--- config.mk ---
export PLATFORM = sky130hd
export DESIGN_NAME = bus_supervisor
export DESIGN_NICKNAME = d
export VERILOG_FILES = /design/src/verilog/bus_supervisor.v /design/src/verilog/input_error_monitor.v
export VERILOG_INCLUDE_DIRS = /design/src /design/src/verilog
export SDC_FILE = /design/constraint.sdc
export NUM_CORES = 1
export LEC_CHECK = 0
export ABC_AREA = 1
export BUFFER_PORTS_ARGS = -buffer_cell sky130_fd_sc_hd__buf_2
export CORE_MARGIN = 2
export CORE_UTILIZATION = 35
export CTS_BUF_LIST = sky130_fd_sc_hd__clkbuf_8
export CTS_CLUSTER_SIZE = 28
export DETAILED_ROUTE_END_ITERATION = 6
export SYNTH_ARGS = -nofsm -noshare
export SYNTH_HDL_FRONTEND = slang
export SYNTH_SLANG_ARGS = --single-unit
--- constraint.sdc ---
create_clock -name sys_clk -period 3 [get_ports sys_clk]
set_clock_uncertainty 0.1 [all_clocks]
set_input_delay 0.6 -clock sys_clk [delete_from_list [all_inputs] [get_ports sys_clk]]
set_output_delay 0.6 -clock sys_clk [all_outputs]
set_load 0.01 [all_outputs]
--- src/verilog/bus_supervisor_consts.vh ---
/*
 Timing counts, minor-mode codes and field layout of the received message word.
 Assumes inclusion by bare name from the supervisor design files.
*/
`ifndef BUS_SUPERVISOR_CONSTS_VH
`define BUS_SUPERVISOR_CONSTS_VH
`define CLK_PERIOD_NS 5
`define SYNC_TIMEOUT_NS 20000
`define SYNC_TIMEOUT_CYC (`SYNC_TIMEOUT_NS / `CLK_PERIOD_NS)
`define RESYNC_TIMEOUT_NS 100000
`define RESYNC_TIMEOUT_CYC (`RESYNC_TIMEOUT_NS / `CLK_PERIOD_NS)
`define MODE_W 3
`define MODE_IDLE 3'h0
`define MODE_SELFTEST 3'h1
`define MODE_FRAMESYNC 3'h2
`define MODE_CAPTURE 3'h3
`define MODE_INITSYNC 3'h4
`define MODE_PRESERVE 3'h5
`define MODE_DIAG 3'h6
`define MODE_BROADCAST 3'h7
`define MSG_TYPE_LSB 0
`define MSG_TYPE_W 2
`define MSG_SYNC 2'h1
`define MSG_FRAME 2'h2
`define MSG_DATA 2'h3
`define KIND_BIU 1'b0
`endif

--- src/verilog/bus_supervisor.v ---
/*
 Supervisory core of the fault-tolerant bus protocol processor: mode sequencing,
 per-source input monitoring, voter checks, sync and resync timeouts, broadcast
 transmission and processing-element port gating.
 Assumes all inputs synchronous to sys_clk; commands arrive on cmdValid with mode bits.
*/
// Functional notes
// - Monitor inputs during frame sync, capture and initial sync, alongside protocol.
// - One independent monitor for each opposite-kind source.
// - Flag error when a source's message sequence is invalid for current protocol.
// - Accuse a failing source immediately.
// - Frame sync syndromes shape the voter set latched at capture start.
// - Latch voters at sync start; fail unless a majority survive at end.
// - Final voter set excludes monitor and cross-lane flagged sources.
// - Timeout on acquisition and initial sync aborts and declares failure.
// - Sync completes only after messages from a majority of eligible voters.
// - Time resync intervals capture/initsync to preserve and preserve to preserve.
// - Accept schedule update messages at any interval of one tick or more.
// - Accept broadcast messages at any interval of one tick or more.
// - Scheduled unit sends element message, others send accusation diagnostics.
// - Accusation exchange follows last broadcast after one interval; count plus one.
// - Node kind input selects interface or management unit behaviour.
// - Reset and enable inputs; failure output for local or bus failure.
// - Node number comes from external select input.
// - Self-test mode only passes through, no real test.
// - Element interface active only as interface unit.
// - Diagnosis only after time sync; loop protocols start from local-time triggers.
// - Finish current minor mode before next command; command carries mode info.
// - Transmit and receive simultaneously without blocking.
// - Reset acts on the oscillator clock.
// - Idle after reset until enable; then enable ignored until reset.
`timescale 1ns/1ps
`include "bus_supervisor_consts.vh"
module bus_supervisor #(
	parameter NSRC = 4,
	parameter MSG_W = 16,
	parameter ID_W = 3,
	parameter DATA_INTRODUCTION_INTERVAL = 1,
	parameter KSCHED_W = 4,
	parameter SYNC_TIMEOUT = `SYNC_TIMEOUT_CYC,
	parameter RESYNC_TIMEOUT = `RESYNC_TIMEOUT_CYC,
	parameter LOOP_PERIOD = 64
) (
	input wire sys_clk,
	input wire rstn,
	input wire resetIn,
	input wire failureIn,
	input wire enableIn,
	input wire nodeKindSelect,
	input wire [ID_W-1:0] nodeNumberSelect,
	input wire cmdValid,
	input wire [`MODE_W-1:0] cmdMode,
	input wire [KSCHED_W-1:0] cmdSchedCount,
	input wire [ID_W-1:0] cmdSchedNode,
	input wire [NSRC-1:0] crossLaneFlag,
	input wire [NSRC-1:0] rxStrobe,
	input wire [NSRC*MSG_W-1:0] rxMessage,
	input wire [NSRC-1:0] rxSynd,
	input wire [MSG_W-1:0] peMessage,
	input wire peSynd,
	output reg cmdReady_r,
	output reg failureOut_r,
	output reg [NSRC-1:0] accusation_r,
	output reg txStrobe_r,
	output reg [MSG_W-1:0] txMessage_r,
	output reg peRead_r,
	output reg peStrobe_r,
	output reg [MSG_W-1:0] peOutMessage_r,
	output reg [`MODE_W-1:0] activeMode_r,
	output reg syncReset_r
);
	localparam ST_HOLD = 2'h0;
	localparam ST_READY = 2'h1;
	localparam ST_RUN = 2'h2;
	localparam [31:0] DIIM1 = DATA_INTRODUCTION_INTERVAL - 1;
	localparam CW = 24;

	reg [1:0] state_r;
	reg [1:0] state_nxt;
	reg nodeKind_r;
	reg [ID_W-1:0] nodeId_r;
	reg [NSRC-1:0] eligible_r;
	reg [NSRC-1:0] latched_r;
	reg [CW-1:0] syncTimer_r;
	reg [CW-1:0] resyncTimer_r;
	reg resyncArmed_r;
	reg [CW-1:0] localTime_r;
	reg timeSynced_r;
	reg [KSCHED_W:0] txLeft_r;
	reg [31:0] diiCnt_r;
	reg [KSCHED_W-1:0] schedCount_r;
	reg [ID_W-1:0] schedNode_r;
	reg resetInD_r;

	wire [NSRC-1:0] monAccuse;
	wire [NSRC-1:0] monSync;
	wire isBiu;
	wire syncMode;
	wire startPulse;
	wire monClear;
	assign isBiu = (nodeKind_r == `KIND_BIU);
	assign syncMode = (activeMode_r == `MODE_CAPTURE) || (activeMode_r == `MODE_INITSYNC);
	assign startPulse = (state_r == ST_READY) && cmdValid;
	// Monitors forget old verdicts on a synchronous reset too
	assign monClear = startPulse || resetIn;

	function [7:0] popCount;
		input [NSRC-1:0] v;
		integer i;
		begin
			popCount = 8'h00;
			for (i = 0; i < NSRC; i = i + 1)
				popCount = popCount + {7'h00, v[i]};
		end
	endfunction

	// Two sets a and b: strict majority of a present in b
	function majorityOf;
		input [NSRC-1:0] a;
		input [NSRC-1:0] b;
		begin
			majorityOf = ({popCount(a & b), 1'b0} > {1'b0, popCount(a)});
		end
	endfunction

	////////////////////////////////////////////////////////////////////////
	genvar g;
	generate
		for (g = 0; g < NSRC; g = g + 1) begin : gMon
			input_error_monitor #(.MSG_W(MSG_W)) uMon (
				.sys_clk(sys_clk),
				.rstn(rstn),
				.clear(monClear),
				.mode(activeMode_r),
				.strobe(rxStrobe[g] && state_r == ST_RUN && !resetIn),
				.message(rxMessage[g*MSG_W +: MSG_W]),
				.rxSynd(rxSynd[g]),
				.accuse_r(monAccuse[g]),
				.syncSeen_r(monSync[g])
			);
		end
	endgenerate

	wire [NSRC-1:0] finalSet;
	assign finalSet = eligible_r & ~monAccuse & ~crossLaneFlag;
	wire syncDone;
	assign syncDone = syncMode && majorityOf(latched_r, finalSet & monSync);
	wire syncExpire;
	assign syncExpire = syncMode && (syncTimer_r >= SYNC_TIMEOUT[CW-1:0]);
	wire resyncExpire;
	assign resyncExpire = resyncArmed_r && (resyncTimer_r >= RESYNC_TIMEOUT[CW-1:0]);
	wire txDone;
	assign txDone = (activeMode_r == `MODE_BROADCAST) && (txLeft_r == {(KSCHED_W+1){1'b0}});
	wire modeDone;
	assign modeDone = syncDone || syncExpire || txDone ||
		(activeMode_r == `MODE_SELFTEST) || (activeMode_r == `MODE_FRAMESYNC) ||
		(activeMode_r == `MODE_PRESERVE) || (activeMode_r == `MODE_DIAG) || (activeMode_r == `MODE_IDLE);
	wire cmdAllowed;
	// Diagnosis waits for time sync; loop modes fire on local-time wrap
	assign cmdAllowed = (cmdMode != `MODE_DIAG || timeSynced_r) &&
		(!timeSynced_r || localTime_r == LOOP_PERIOD[CW-1:0] - 1'b1 || cmdMode == `MODE_CAPTURE);

	////////////////////////////////////////////////////////////////////////
	always @* begin
		state_nxt = state_r;
		case (state_r)
			ST_HOLD: if (enableIn) state_nxt = ST_READY;
			ST_READY: if (cmdValid && cmdAllowed) state_nxt = ST_RUN;
			ST_RUN: if (modeDone) state_nxt = ST_READY;
			default: state_nxt = ST_HOLD;
		endcase
	end

	always @(posedge sys_clk or negedge rstn) begin
		if (!rstn) begin
			resetInD_r <= 1'b0;
		end else begin
			resetInD_r <= resetIn;
		end
	end

	always @(posedge sys_clk or negedge rstn) begin
		if (!rstn) begin
			state_r <= ST_HOLD;
			nodeKind_r <= `KIND_BIU;
			nodeId_r <= {ID_W{1'b0}};
			cmdReady_r <= 1'b0;
			failureOut_r <= 1'b0;
			accusation_r <= {NSRC{1'b0}};
			eligible_r <= {NSRC{1'b1}};
			latched_r <= {NSRC{1'b0}};
			syncTimer_r <= {CW{1'b0}};
			resyncTimer_r <= {CW{1'b0}};
			resyncArmed_r <= 1'b0;
			localTime_r <= {CW{1'b0}};
			timeSynced_r <= 1'b0;
			activeMode_r <= `MODE_IDLE;
			syncReset_r <= 1'b0;
			schedCount_r <= {KSCHED_W{1'b0}};
			schedNode_r <= {ID_W{1'b0}};
		end else if (resetIn) begin
			state_r <= ST_HOLD;
			cmdReady_r <= 1'b0;
			failureOut_r <= 1'b0;
			accusation_r <= {NSRC{1'b0}};
			eligible_r <= {NSRC{1'b1}};
			latched_r <= {NSRC{1'b0}};
			syncTimer_r <= {CW{1'b0}};
			resyncTimer_r <= {CW{1'b0}};
			resyncArmed_r <= 1'b0;
			localTime_r <= {CW{1'b0}};
			timeSynced_r <= 1'b0;
			activeMode_r <= `MODE_IDLE;
			syncReset_r <= 1'b0;
		end else begin
			state_r <= state_nxt;
			cmdReady_r <= (state_nxt == ST_READY);
			syncReset_r <= 1'b0;
			localTime_r <= (localTime_r == LOOP_PERIOD[CW-1:0] - 1'b1) ? {CW{1'b0}} : localTime_r + 1'b1;
			if (state_r == ST_HOLD && enableIn) begin
				nodeKind_r <= nodeKindSelect;
				nodeId_r <= nodeNumberSelect;
			end
			// A fault stays flagged: the region resets as a whole
			if (syncExpire || resyncExpire || failureIn || (state_r == ST_RUN && syncMode && modeDone && !syncDone))
				failureOut_r <= 1'b1;
			accusation_r <= accusation_r | monAccuse;
			if (startPulse && cmdAllowed) begin
				activeMode_r <= cmdMode;
				schedCount_r <= cmdSchedCount;
				schedNode_r <= cmdSchedNode;
				syncTimer_r <= {CW{1'b0}};
				if (cmdMode == `MODE_CAPTURE || cmdMode == `MODE_INITSYNC)
					latched_r <= eligible_r & ~accusation_r & ~monAccuse;
			end else if (state_r == ST_RUN) begin
				if (syncMode)
					syncTimer_r <= syncTimer_r + 1'b1;
				if (modeDone) begin
					activeMode_r <= `MODE_IDLE;
					if (activeMode_r == `MODE_FRAMESYNC)
						eligible_r <= eligible_r & ~monAccuse;
					if (syncMode) begin
						eligible_r <= finalSet;
						if (!majorityOf(latched_r, finalSet))
							failureOut_r <= 1'b1;
					end
					if (syncDone || activeMode_r == `MODE_PRESERVE) begin
						syncReset_r <= 1'b1;
						timeSynced_r <= 1'b1;
						localTime_r <= {CW{1'b0}};
						resyncTimer_r <= {CW{1'b0}};
						resyncArmed_r <= 1'b1;
					end
				end
			end
			if (!(state_r == ST_RUN && modeDone && (syncDone || activeMode_r == `MODE_PRESERVE)) && resyncArmed_r)
				resyncTimer_r <= resyncTimer_r + 1'b1;
		end
	end

	////////////////////////////////////////////////////////////////////////
	// Transmit path: free of receive path so both run each tick
	wire txTick;
	assign txTick = (activeMode_r == `MODE_BROADCAST) && (diiCnt_r == 32'h00000000) && (txLeft_r != 0);
	wire lastIsAccuse;
	assign lastIsAccuse = (txLeft_r == {{KSCHED_W{1'b0}}, 1'b1});
	wire weSched;
	assign weSched = isBiu && (schedNode_r == nodeId_r);
	always @(posedge sys_clk or negedge rstn) begin
		if (!rstn) begin
			txLeft_r <= {(KSCHED_W+1){1'b0}};
			diiCnt_r <= 32'h00000000;
			txStrobe_r <= 1'b0;
			txMessage_r <= {MSG_W{1'b0}};
			peRead_r <= 1'b0;
			peStrobe_r <= 1'b0;
			peOutMessage_r <= {MSG_W{1'b0}};
		end else if (resetIn) begin
			txLeft_r <= {(KSCHED_W+1){1'b0}};
			diiCnt_r <= 32'h00000000;
			txStrobe_r <= 1'b0;
			peRead_r <= 1'b0;
			peStrobe_r <= 1'b0;
		end else begin
			txStrobe_r <= 1'b0;
			peRead_r <= 1'b0;
			peStrobe_r <= 1'b0;
			if (startPulse && cmdAllowed && cmdMode == `MODE_BROADCAST) begin
				txLeft_r <= {1'b0, cmdSchedCount} + 1'b1;
				diiCnt_r <= 32'h00000000;
			end else if (txTick) begin
				txLeft_r <= txLeft_r - 1'b1;
				diiCnt_r <= DIIM1;
				txStrobe_r <= 1'b1;
				if (lastIsAccuse || !weSched)
					txMessage_r <= {{(MSG_W-NSRC){1'b0}}, accusation_r};
				else begin
					txMessage_r <= peMessage;
					peRead_r <= 1'b1;
				end
			end else if (diiCnt_r != 32'h00000000) begin
				diiCnt_r <= diiCnt_r - 1'b1;
			end
			// Delivered broadcast data reaches the element only as interface unit
			if (isBiu && state_r == ST_RUN && activeMode_r == `MODE_BROADCAST) begin
				peStrobe_r <= rxStrobe[0] && !rxSynd[0];
				peOutMessage_r <= rxMessage[MSG_W-1:0];
			end
		end
	end
endmodule // bus_supervisor

--- src/verilog/input_error_monitor.v ---
/*
 Per-source input-error monitor: checks message-type sequence against the active mode.
 Assumes strobes and message fields synchronous to sys_clk.
*/
`timescale 1ns/1ps
`include "bus_supervisor_consts.vh"
module input_error_monitor #(
	parameter MSG_W = 16
) (
	input wire sys_clk,
	input wire rstn,
	input wire clear,
	input wire [`MODE_W-1:0] mode,
	input wire strobe,
	input wire [MSG_W-1:0] message,
	input wire rxSynd,
	output reg accuse_r,
	output reg syncSeen_r
);
	wire [`MSG_TYPE_W-1:0] msgType;
	reg bad;
	assign msgType = message[`MSG_TYPE_LSB +: `MSG_TYPE_W];
	always @* begin
		bad = 1'b0;
		if (strobe) begin
			case (mode)
				`MODE_FRAMESYNC: bad = rxSynd || (msgType != `MSG_FRAME);
				`MODE_CAPTURE, `MODE_INITSYNC: bad = rxSynd || (msgType != `MSG_SYNC) || syncSeen_r;
				default: bad = 1'b0;
			endcase
		end
	end
	always @(posedge sys_clk or negedge rstn) begin
		if (!rstn) begin
			accuse_r <= 1'b0;
			syncSeen_r <= 1'b0;
		end else begin
			// Accusation stands immediately, set wins over clear
			if (bad)
				accuse_r <= 1'b1;
			else if (clear)
				accuse_r <= 1'b0;
			if (clear)
				syncSeen_r <= 1'b0;
			else if (strobe && msgType == `MSG_SYNC && !bad)
				syncSeen_r <= 1'b1;
		end
	end
endmodule // input_error_monitor
==> results.md, run 1 <==
* Status: finished with violations
* Failing checks: setup timing
* Endpoint of the worst hold-timing path: peStrobe_r$_DFF_PN0_
* Max-slew violation total from the final report at 0
* Met1 layer wirelength in the final routing at 11,900 um
* Effective utilization at floorplan at 0.354
* Routed length per instance at 13.8 um
* IO Port Bufs at 114
* Leading register cell type out of synthesis: dfrtp_1
* Number of standard cells after synthesis at 1,291
* Remaining design rule violation count at 0
* Ratio of final minimum period to clock period at 1.04
* Post-place instance area at 11,500 sq um
* Mapped Area at 10,100 sq um
* CP Capture Type: flip-flop
* Min-Delay Path Depth at 2
* Count of standard-cell rows at 62
* Capture point of the worst reg-to-reg path: resyncTimer_r[17]$_DFFE_PN0P_
* Required time worst endpoint at 3240 ps
* Ratio of cells with drive above 1 in the final layout at 0.208
* Standard cell core area at 28,500 sq um
* GRT Resource Usage Total at 0.176
* Clock tree from TritonCTS: yes
* Number of global-route vias before repair at 8,924
* Drt pass-1 iters at 7
* Iteration-0 DRC Markers at 480
* Unrepaired setup endpoints after global routing: yes
* # nets final at 1,589
* DIE AREA at 30,300 sq um
* Final critical-path required period at 3120 ps
* Maximum count of clock buffers along a single path at 2
* WL final at 25,600 um
* Flip-flop and latch count after synthesis at 180
* Measured slew at the worst slew-check pin at 777 ps
* Start point of the worst min-delay path: rxSynd[0]
* Crit path launch type: flip-flop
* Max frequency at 0.320 GHz
* Category of cells accounting for the largest share of critical-path delay: adder cells
* Power per cell area at 382 nW/um^2
* Standard cell with the maximum stage delay on the critical path: dfstp_2
* Met2 routed WL at 12,300 um
* Final-layout setup total negative slack at -3230 ps
* Post-synth EDFFs at 0
* Last weighted congestion value of the routability-driven placer at 0.880
* Final worst slack at -120 ps
* Post-synthesis cell type with the largest combined area: dfrtp_1
* Most common cell after layout, fill and taps aside: nand2_1
* Critical Path Max Stage Delay at 570 ps
* Met3 Routed Length at 1220 um
* Leakage power at 5.90 nW
* Switching component of the power at 1.29 mW
* Worst hold margin at 214 ps
* Clk root buf: clkbuf_8
* Total number of vias at 9,010
* Worst hold path class: input pin to flip-flop
* Average vias per placed instance at 4.87
* Depth of the worst register-to-register path at 15
* Critical Path AT at 3360 ps
* Portion of synthesized cell area occupied by the leading cell type at 0.436
* Flop pwr share at 0.534
* Largest cells by area after synthesis: dfrtp_1, nand2_1, nor2_1
* Number of synthesis warnings at 0
* Number of buffers inserted during clock tree synthesis at 17
* Average footprint of a synthesized cell at 7.83 sq um
* Area growth from synthesis to final layout at 21.2%
* Number of clock sinks at 180
* Fraction of the yosys area taken by sequential cells at 0.446
* Async set-or-reset flop fraction in the synthesized netlist at 1.00
* Clock insertion delay at the later pin of the skew report at 470 ps
* Cell-by-cell trace of the critical path: nand2_4, nor4_4, fa_1, ha_2, inv_2, fa_1, nor2_2, nand2_1, nand2_2, nand3_4, nand2_4, nand2_8, nand3_2, buf_12, o22ai_2
* Critical path buffer and inverter count at 2
* Post-Syn Nets at 1,426
* Critical register-to-register path startpoint: eligible_r[1]$_DFFE_PN1P_
* Internal cell power at 3.39 mW
* Share of total power consumed by net switching at 0.275
* Hold Vio Cnt, Final at 0
* Largest net degree at the start of global routing at 62
* First-pass GRT wire length at 43,700 um
* Number of non-filler instances in the completed layout at 1,852
* Commonest cells after routing, fill and taps aside: nand2_1, nor2_1, dfrtp_1
* Htree depth at 4
* Number of I/O pins at 158
* Top routing layer used: met5
* Maxcap violations at 0
* Cell count after placement at 1,808
* R2R Setup Slk at -120 ps
* Tightest slew margin relative to the limit at 0.480
* Count of different cell masters after synthesis at 46
* Final Instance Area at 12,300 sq um
* Antenna-violating nets left at 0
* Clock slew seen by the registers of the worst setup and hold paths at 100 ps
* Width of the chip at 174 um
* Proportion of power drawn by combinational gates at 0.108
* Overflow left after global routing at 0
* Total power after layout at 4.68 mW
* Share of power burned in the clock network at 0.359
* Maximum VDD drop at 0.000237 V
* Number of failing setup endpoints in the final timing report at 58
* Vertical extent of the die at 174 um
* Kind of critical path: flip-flop to flip-flop
* Maximum fanout along the worst path at 22
* Antenna violations before repair at 3
* Hpwl dp at 19,200 um
==> through the flow <==
step	utilization	worst slack [ps]
6_report	0.429	-120
2_1_floorplan	-	-26.6
4_1_cts	0.423	-147
3_5_place_dp	0.403	-392
3_3_place_gp	0.403	-379
5_1_grt	0.429	-254
==> synthesized netlist by cell type (2+ instances only) <==
| master | number |
|---|---|
| nor3_1 | 50 |
| mux2_2 | 18 |
| inv_2 | 4 |
| a21oi_1 | 22 |
| fa_1 | 4 |
| buf_6 | 2 |
| nand2_2 | 5 |
| o21bai_1 | 2 |
| a211oi_1 | 2 |
| o31ai_1 | 5 |
| mux2i_1 | 4 |
| dfrtp_1 | 176 |
| xnor2_1 | 10 |
| nor3b_1 | 7 |
| nor4_1 | 7 |
| nand3_1 | 86 |
| nand4_1 | 44 |
| nor2_1 | 198 |
| clkinv_1 | 2 |
| buf_1 | 2 |
| clkbuf_1 | 6 |
| nor2_2 | 10 |
| inv_1 | 133 |
| buf_2 | 16 |
| nand2_1 | 306 |
| ha_1 | 18 |
| or2_2 | 2 |
| dfstp_2 | 4 |
| xor2_1 | 64 |
| o21ai_0 | 48 |
| o21ai_1 | 3 |
| nand3_2 | 3 |
| o22ai_1 | 15 |
==> sequential cells by signal (all words and copies together), names as in the netlist, 5 cells and up <==
name and flops:
peOutMessage_r 16, syncTimer_r 24, txMessage_r 16, diiCnt_r 32, localTime_r 24, txLeft_r 5
resyncTimer_r 24
==> per-layer routing <==
metal	vias up	global-route usage
met1	4296	0.235
li1	4512	-
met5	-	0
met2	180	0.294
met3	20	0.0346
met4	2	0.0441
==> final cells by class <==
| type | count | area, sq um |
|---|---|---|
| Fill cell | 2986 | 16300 |
| Multi-Input combinational cell | 946 | 5280 |
| Sequential cell | 180 | 4510 |
| Timing Repair Buffer | 170 | 1060 |
| Inverter | 139 | 527 |
| Tap cell | 384 | 480 |
| Clock buffer | 20 | 275 |
| Clock inverter | 11 | 118 |
| Antenna cell | 2 | 5.00 |
==> kinds of logic (layout without fill, tap and decap cells) <==
group | Yosys count | count (layout) | share of synthesized area
buffers and inverters | 165 | 340 | 0.0647
flip-flops | 180 | 180 | 0.446
adder cells (fa/ha/maj) | 22 | 22 | 0.0302
other | 0 | 2 | 0
AO/OA/AOI/OAI | 103 | 103 | 0.0575
multiplexers | 22 | 22 | 0.0240
AND/OR/NAND/NOR | 725 | 725 | 0.313
XOR/XNOR | 74 | 74 | 0.0641
==> worst max-delay path by stage <==
stage	startpoint	to	slack [ps]	depth (start not counted)
finish	eligible_r[1]$_DFFE_PN1P_	resyncTimer_r[17]$_DFFE_PN0P_	-120	15
global route	eligible_r[0]$_DFFE_PN1P_	resyncTimer_r[9]$_DFFE_PN0P_	-250	15
CTS	eligible_r[1]$_DFFE_PN1P_	resyncTimer_r[13]$_DFFE_PN0P_	-150	15
detailed placement	crossLaneFlag[0]	resyncTimer_r[6]$_DFFE_PN0P_	-390	16
global placement	crossLaneFlag[0]	failureOut_r$_DFF_PN0_	-380	12
floorplan	eligible_r[3]$_DFFE_PN1P_	resyncTimer_r[12]$_DFFE_PN0P_	-30	16
==> power by group through the flow <==
stage               registers, mW  logic, mW  clock network (mW)
finish                       2.50      0.504                1.68
global route                 2.50      0.580                1.82
CTS                          2.50      0.491                1.72
detailed placement           2.55      0.466                   0
global placement             2.55      0.456                   0
floorplan                    2.54      0.258                   0
==> repair_timing <==
action | 4_1_cts | 5_1_grt
hold buffers | 1 | 0
hold endpoints to repair | 4 | 0
cloned | 0 | 0
setup endpoints to repair | 61 | 61
buffers inserted | 6 | 5
pin swaps | 8 | 2
resized for setup | 34 | 33
No activity file was read; power rests on OpenSTA's default activity.
==> run 2, diff against run 1 <==
--- a/config.mk
+++ b/config.mk
@@ -8,11 +8,13 @@
 export LEC_CHECK = 0
 export ABC_AREA = 1
 export BUFFER_PORTS_ARGS = -buffer_cell sky130_fd_sc_hd__buf_2
+export CORE_ASPECT_RATIO = 1.2
 export CORE_MARGIN = 2
 export CORE_UTILIZATION = 35
 export CTS_BUF_LIST = sky130_fd_sc_hd__clkbuf_8
 export CTS_CLUSTER_SIZE = 28
 export DETAILED_ROUTE_END_ITERATION = 6
+export MAX_ROUTING_LAYER = met4
 export SYNTH_ARGS = -nofsm -noshare
 export SYNTH_HDL_FRONTEND = slang
 export SYNTH_SLANG_ARGS = --single-unit
==> constraint.sdc (replaced) <==
create_clock -name sys_clk -period 3.5 [get_ports sys_clk]
set_clock_uncertainty 0.1 [all_clocks]
set_input_delay 0.7 -clock sys_clk [delete_from_list [all_inputs] [get_ports sys_clk]]
set_output_delay 0.7 -clock sys_clk [all_outputs]
set_load 0.01 [all_outputs]
==> results.md, run 2 (synthesis gave the netlist of run 1 again) <==
* Standard cell with the maximum stage delay on the critical path: dfstp_2
* Maximum count of clock buffers along a single path at 2 (unchanged)
* Most common cell after layout, fill and taps aside: nand2_1
* Number of failing setup endpoints in the final timing report at 0 (-100%)
* Worst hold path class: input pin to async pin
* Measured slew at the worst slew-check pin at 890 ps (+114 ps)
* Count of standard-cell rows at 68 (+9.7%)
* Drt pass-1 iters at 5 (-2)
* GRT Resource Usage Total at 0.171 (-0.00522)
* Critical Path AT at 3650 ps (+290 ps)
* Clock tree from TritonCTS: yes
* Category of cells accounting for the largest share of critical-path delay: simple AND/OR/NAND/NOR gates
* Ratio of cells with drive above 1 in the final layout at 0.162 (-0.0465)
* Iteration-0 DRC Markers at 473 (-1.5%)
* CP Capture Type: flip-flop
* Status: finished, final reports clean
* Tightest slew margin relative to the limit at 0.402 (-0.0789)
* Area growth from synthesis to final layout at 16.5%
* Final-layout setup total negative slack at 0 ps (+3230 ps)
* Largest net degree at the start of global routing at 96 (+55%)
* # nets final at 1,558 (-2.0%)
* Final worst slack at 137 ps (+257 ps)
* Critical Path Max Stage Delay at 550 ps (-20 ps)
* Vertical extent of the die at 190 um (+9.3%)
* Clock insertion delay at the later pin of the skew report at 470 ps (about the same)
* Maximum fanout along the worst path at 11 (-50%)
* Kind of critical path: flip-flop to flip-flop
* Final Instance Area at 11,800 sq um (-3.9%)
* Cell-by-cell trace of the critical path: nand2_2, nor4_4, buf_4, fa_1, ha_2, inv_1, fa_1, nor2_2, nand3_1, nand3_2, nand2_2, nand2_4, nand3_4, clkbuf_16, o22ai_1
* Cell count after placement at 1,787 (-1.2%)
* Maxcap violations at 0 (unchanged)
* Number of clock sinks at 180 (unchanged)
* IO Port Bufs at 114 (unchanged)
* WL final at 24,500 um (-4.3%)
* Total power after layout at 3.95 mW (-16%)
* Count of inserted antenna diode cells at 0 (-2)
* Antenna violations before repair at 0 (-3)
* Critical path buffer and inverter count at 3 (+1)
* Overflow left after global routing at 0 (unchanged)
* Max frequency at 0.297 GHz (-7.2%)
* Biggest register: diiCnt_r
* Fillcell total at 2,970 (-0.54%)
* Number of buffers inserted to repair setup after CTS at 0 (-6)
* Hpwl dp at 18,200 um (-5.3%)
* Remaining design rule violation count at 0 (unchanged)
* Commonest cells after routing, fill and taps aside: nand2_1, nor2_1, dfrtp_1
* Average vias per placed instance at 4.83 (-0.65%)
* Number of global-route vias before repair at 8,587 (-3.8%)
* Setup Slack @ Placement at -179 ps (+214 ps)
* Leakage power at 5.76 nW (-2.3%)
* Final critical-path required period at 3360 ps (+243 ps)
* Ratio of final minimum period to clock period at 0.961 (-0.0792)
* Last weighted congestion value of the routability-driven placer at 0.876 (-0.40%)
* Post-place instance area at 11,300 sq um (-2.0%)
* Max-slew violation total from the final report at 0 (unchanged)
* Flip-flop count of the largest register after layout at 32 (unchanged)
* Clock slew seen by the registers of the worst setup and hold paths at 100 ps (about the same)
* Antenna-violating nets left at 0 (unchanged)
* Required time worst endpoint at 3780 ps (+540 ps)
* Routed length per instance at 13.5 um (-2.7%)
* First-pass GRT wire length at 41,600 um (-4.8%)
* Crit path launch type: flip-flop
* Effective utilization at floorplan at 0.354 (-0.000496)
* DIE AREA at 30,300 sq um (about the same)
* Htree depth at 4 (unchanged)
* Standard cell core area at 28,600 sq um (+0.14%)
* Hold Vio Cnt, Final at 0 (unchanged)
* Width of the chip at 159 um (-8.5%)
* Number of I/O pins at 158 (unchanged)
* Maximum VDD drop at 0.000219 V (-7.6%)
* Number of buffers inserted during clock tree synthesis at 17 (unchanged)
* Power per cell area at 335 nW/um^2 (-12%)
* Total number of vias at 8,802 (-2.3%)
* Number of non-filler instances in the completed layout at 1,821 (-1.7%)
* Clk root buf: clkbuf_8
==> run 2: cell types whose count changed in the layout (fill, tap and decap cells not counted), moves of 5 or more <==
cell and change:
inv_1 +6, buf_4 -29, o22ai_2 -10, o22ai_1 +10
nand2_1 +6, o21ai_0 +5
==> run 2: area by class of cell <==
type | count | area (sq um) | area share
sequential | 180 | 4510 | 0.383
clock buffer | 19 | 262 | 0.0222
multi-input combinational | 946 | 5020 | 0.426
clock inverter | 13 | 125 | 0.0106
tap | 385 | 482 | 0.0409
timing repair buffer | 139 | 856 | 0.0727
inverter | 139 | 524 | 0.0445
==> run 2: worst reg2reg max path: stages, from the launching register on <==
cell	delay, ps
dfstp_2	550
nand2_2	90
nor4_4	270
buf_4	150
fa_1	390
ha_2	200
inv_1	70
fa_1	420
nor2_2	130
nand3_1	110
nand3_2	110
nand2_2	80
nand2_4	140
nand3_4	120
clkbuf_16	200
o22ai_1	150
==> run 2: path summary, 6_finish.rpt <==
kind | endpoint | cells past startpoint | start | slack (ps)
setup / recovery | resyncTimer_r[10]$_DFFE_PN0P_ | 15 | eligible_r[0]$_DFFE_PN1P_ | 140
hold / removal | peOutMessage_r[3]$_DFFE_PN0P_ | 1 | rstn | 200
setup reg to reg | resyncTimer_r[10]$_DFFE_PN0P_ | 15 | eligible_r[0]$_DFFE_PN1P_ | 140
hold reg to reg | eligible_r[2]$_DFFE_PN1P_ | 2 | eligible_r[2]$_DFFE_PN1P_ | 370
max in group asynchronous | eligible_r[1]$_DFFE_PN1P_ | 2 | rstn | 2300
min in group sys_clk | peStrobe_r$_DFF_PN0_ | 2 | rxSynd[0] | 330
==> run 2: per-stage QoR <==
| stage | utilization | hold WS, ps |
|---|---|---|
| 2_1_floorplan | - | 304 |
| 3_3_place_gp | 0.394 | 351 |
| 3_5_place_dp | 0.394 | 357 |
| 4_1_cts | 0.407 | 223 |
| 5_1_grt | 0.412 | 242 |
| 6_report | 0.412 | 196 |
==> run 2: timing repair <==
item | 4_1_cts | 5_1_grt
gates resized for setup | 0 | 19
hold buffers | 0 | 0
setup endpoints to repair | 0 | 48
==> run 2: metal layers <==
layer  up-vias  global-route usage  part of all wire
met5         -                   -                 0
met3        32              0.0205             0.033
met2       176               0.284              0.49
met4         0              0.0493             0.018
li1       4455                   -                 -
met1      4139               0.220              0.46
==> run 2: power breakdown <==
part | total [mW] | switching (mW) | internal (mW)
Sequential | 2.14 | 0.0254 | 2.11
Combinational | 0.397 | 0.252 | 0.145
Clock | 1.41 | 0.793 | 0.616
Total | 3.95 | 1.07 | 2.87
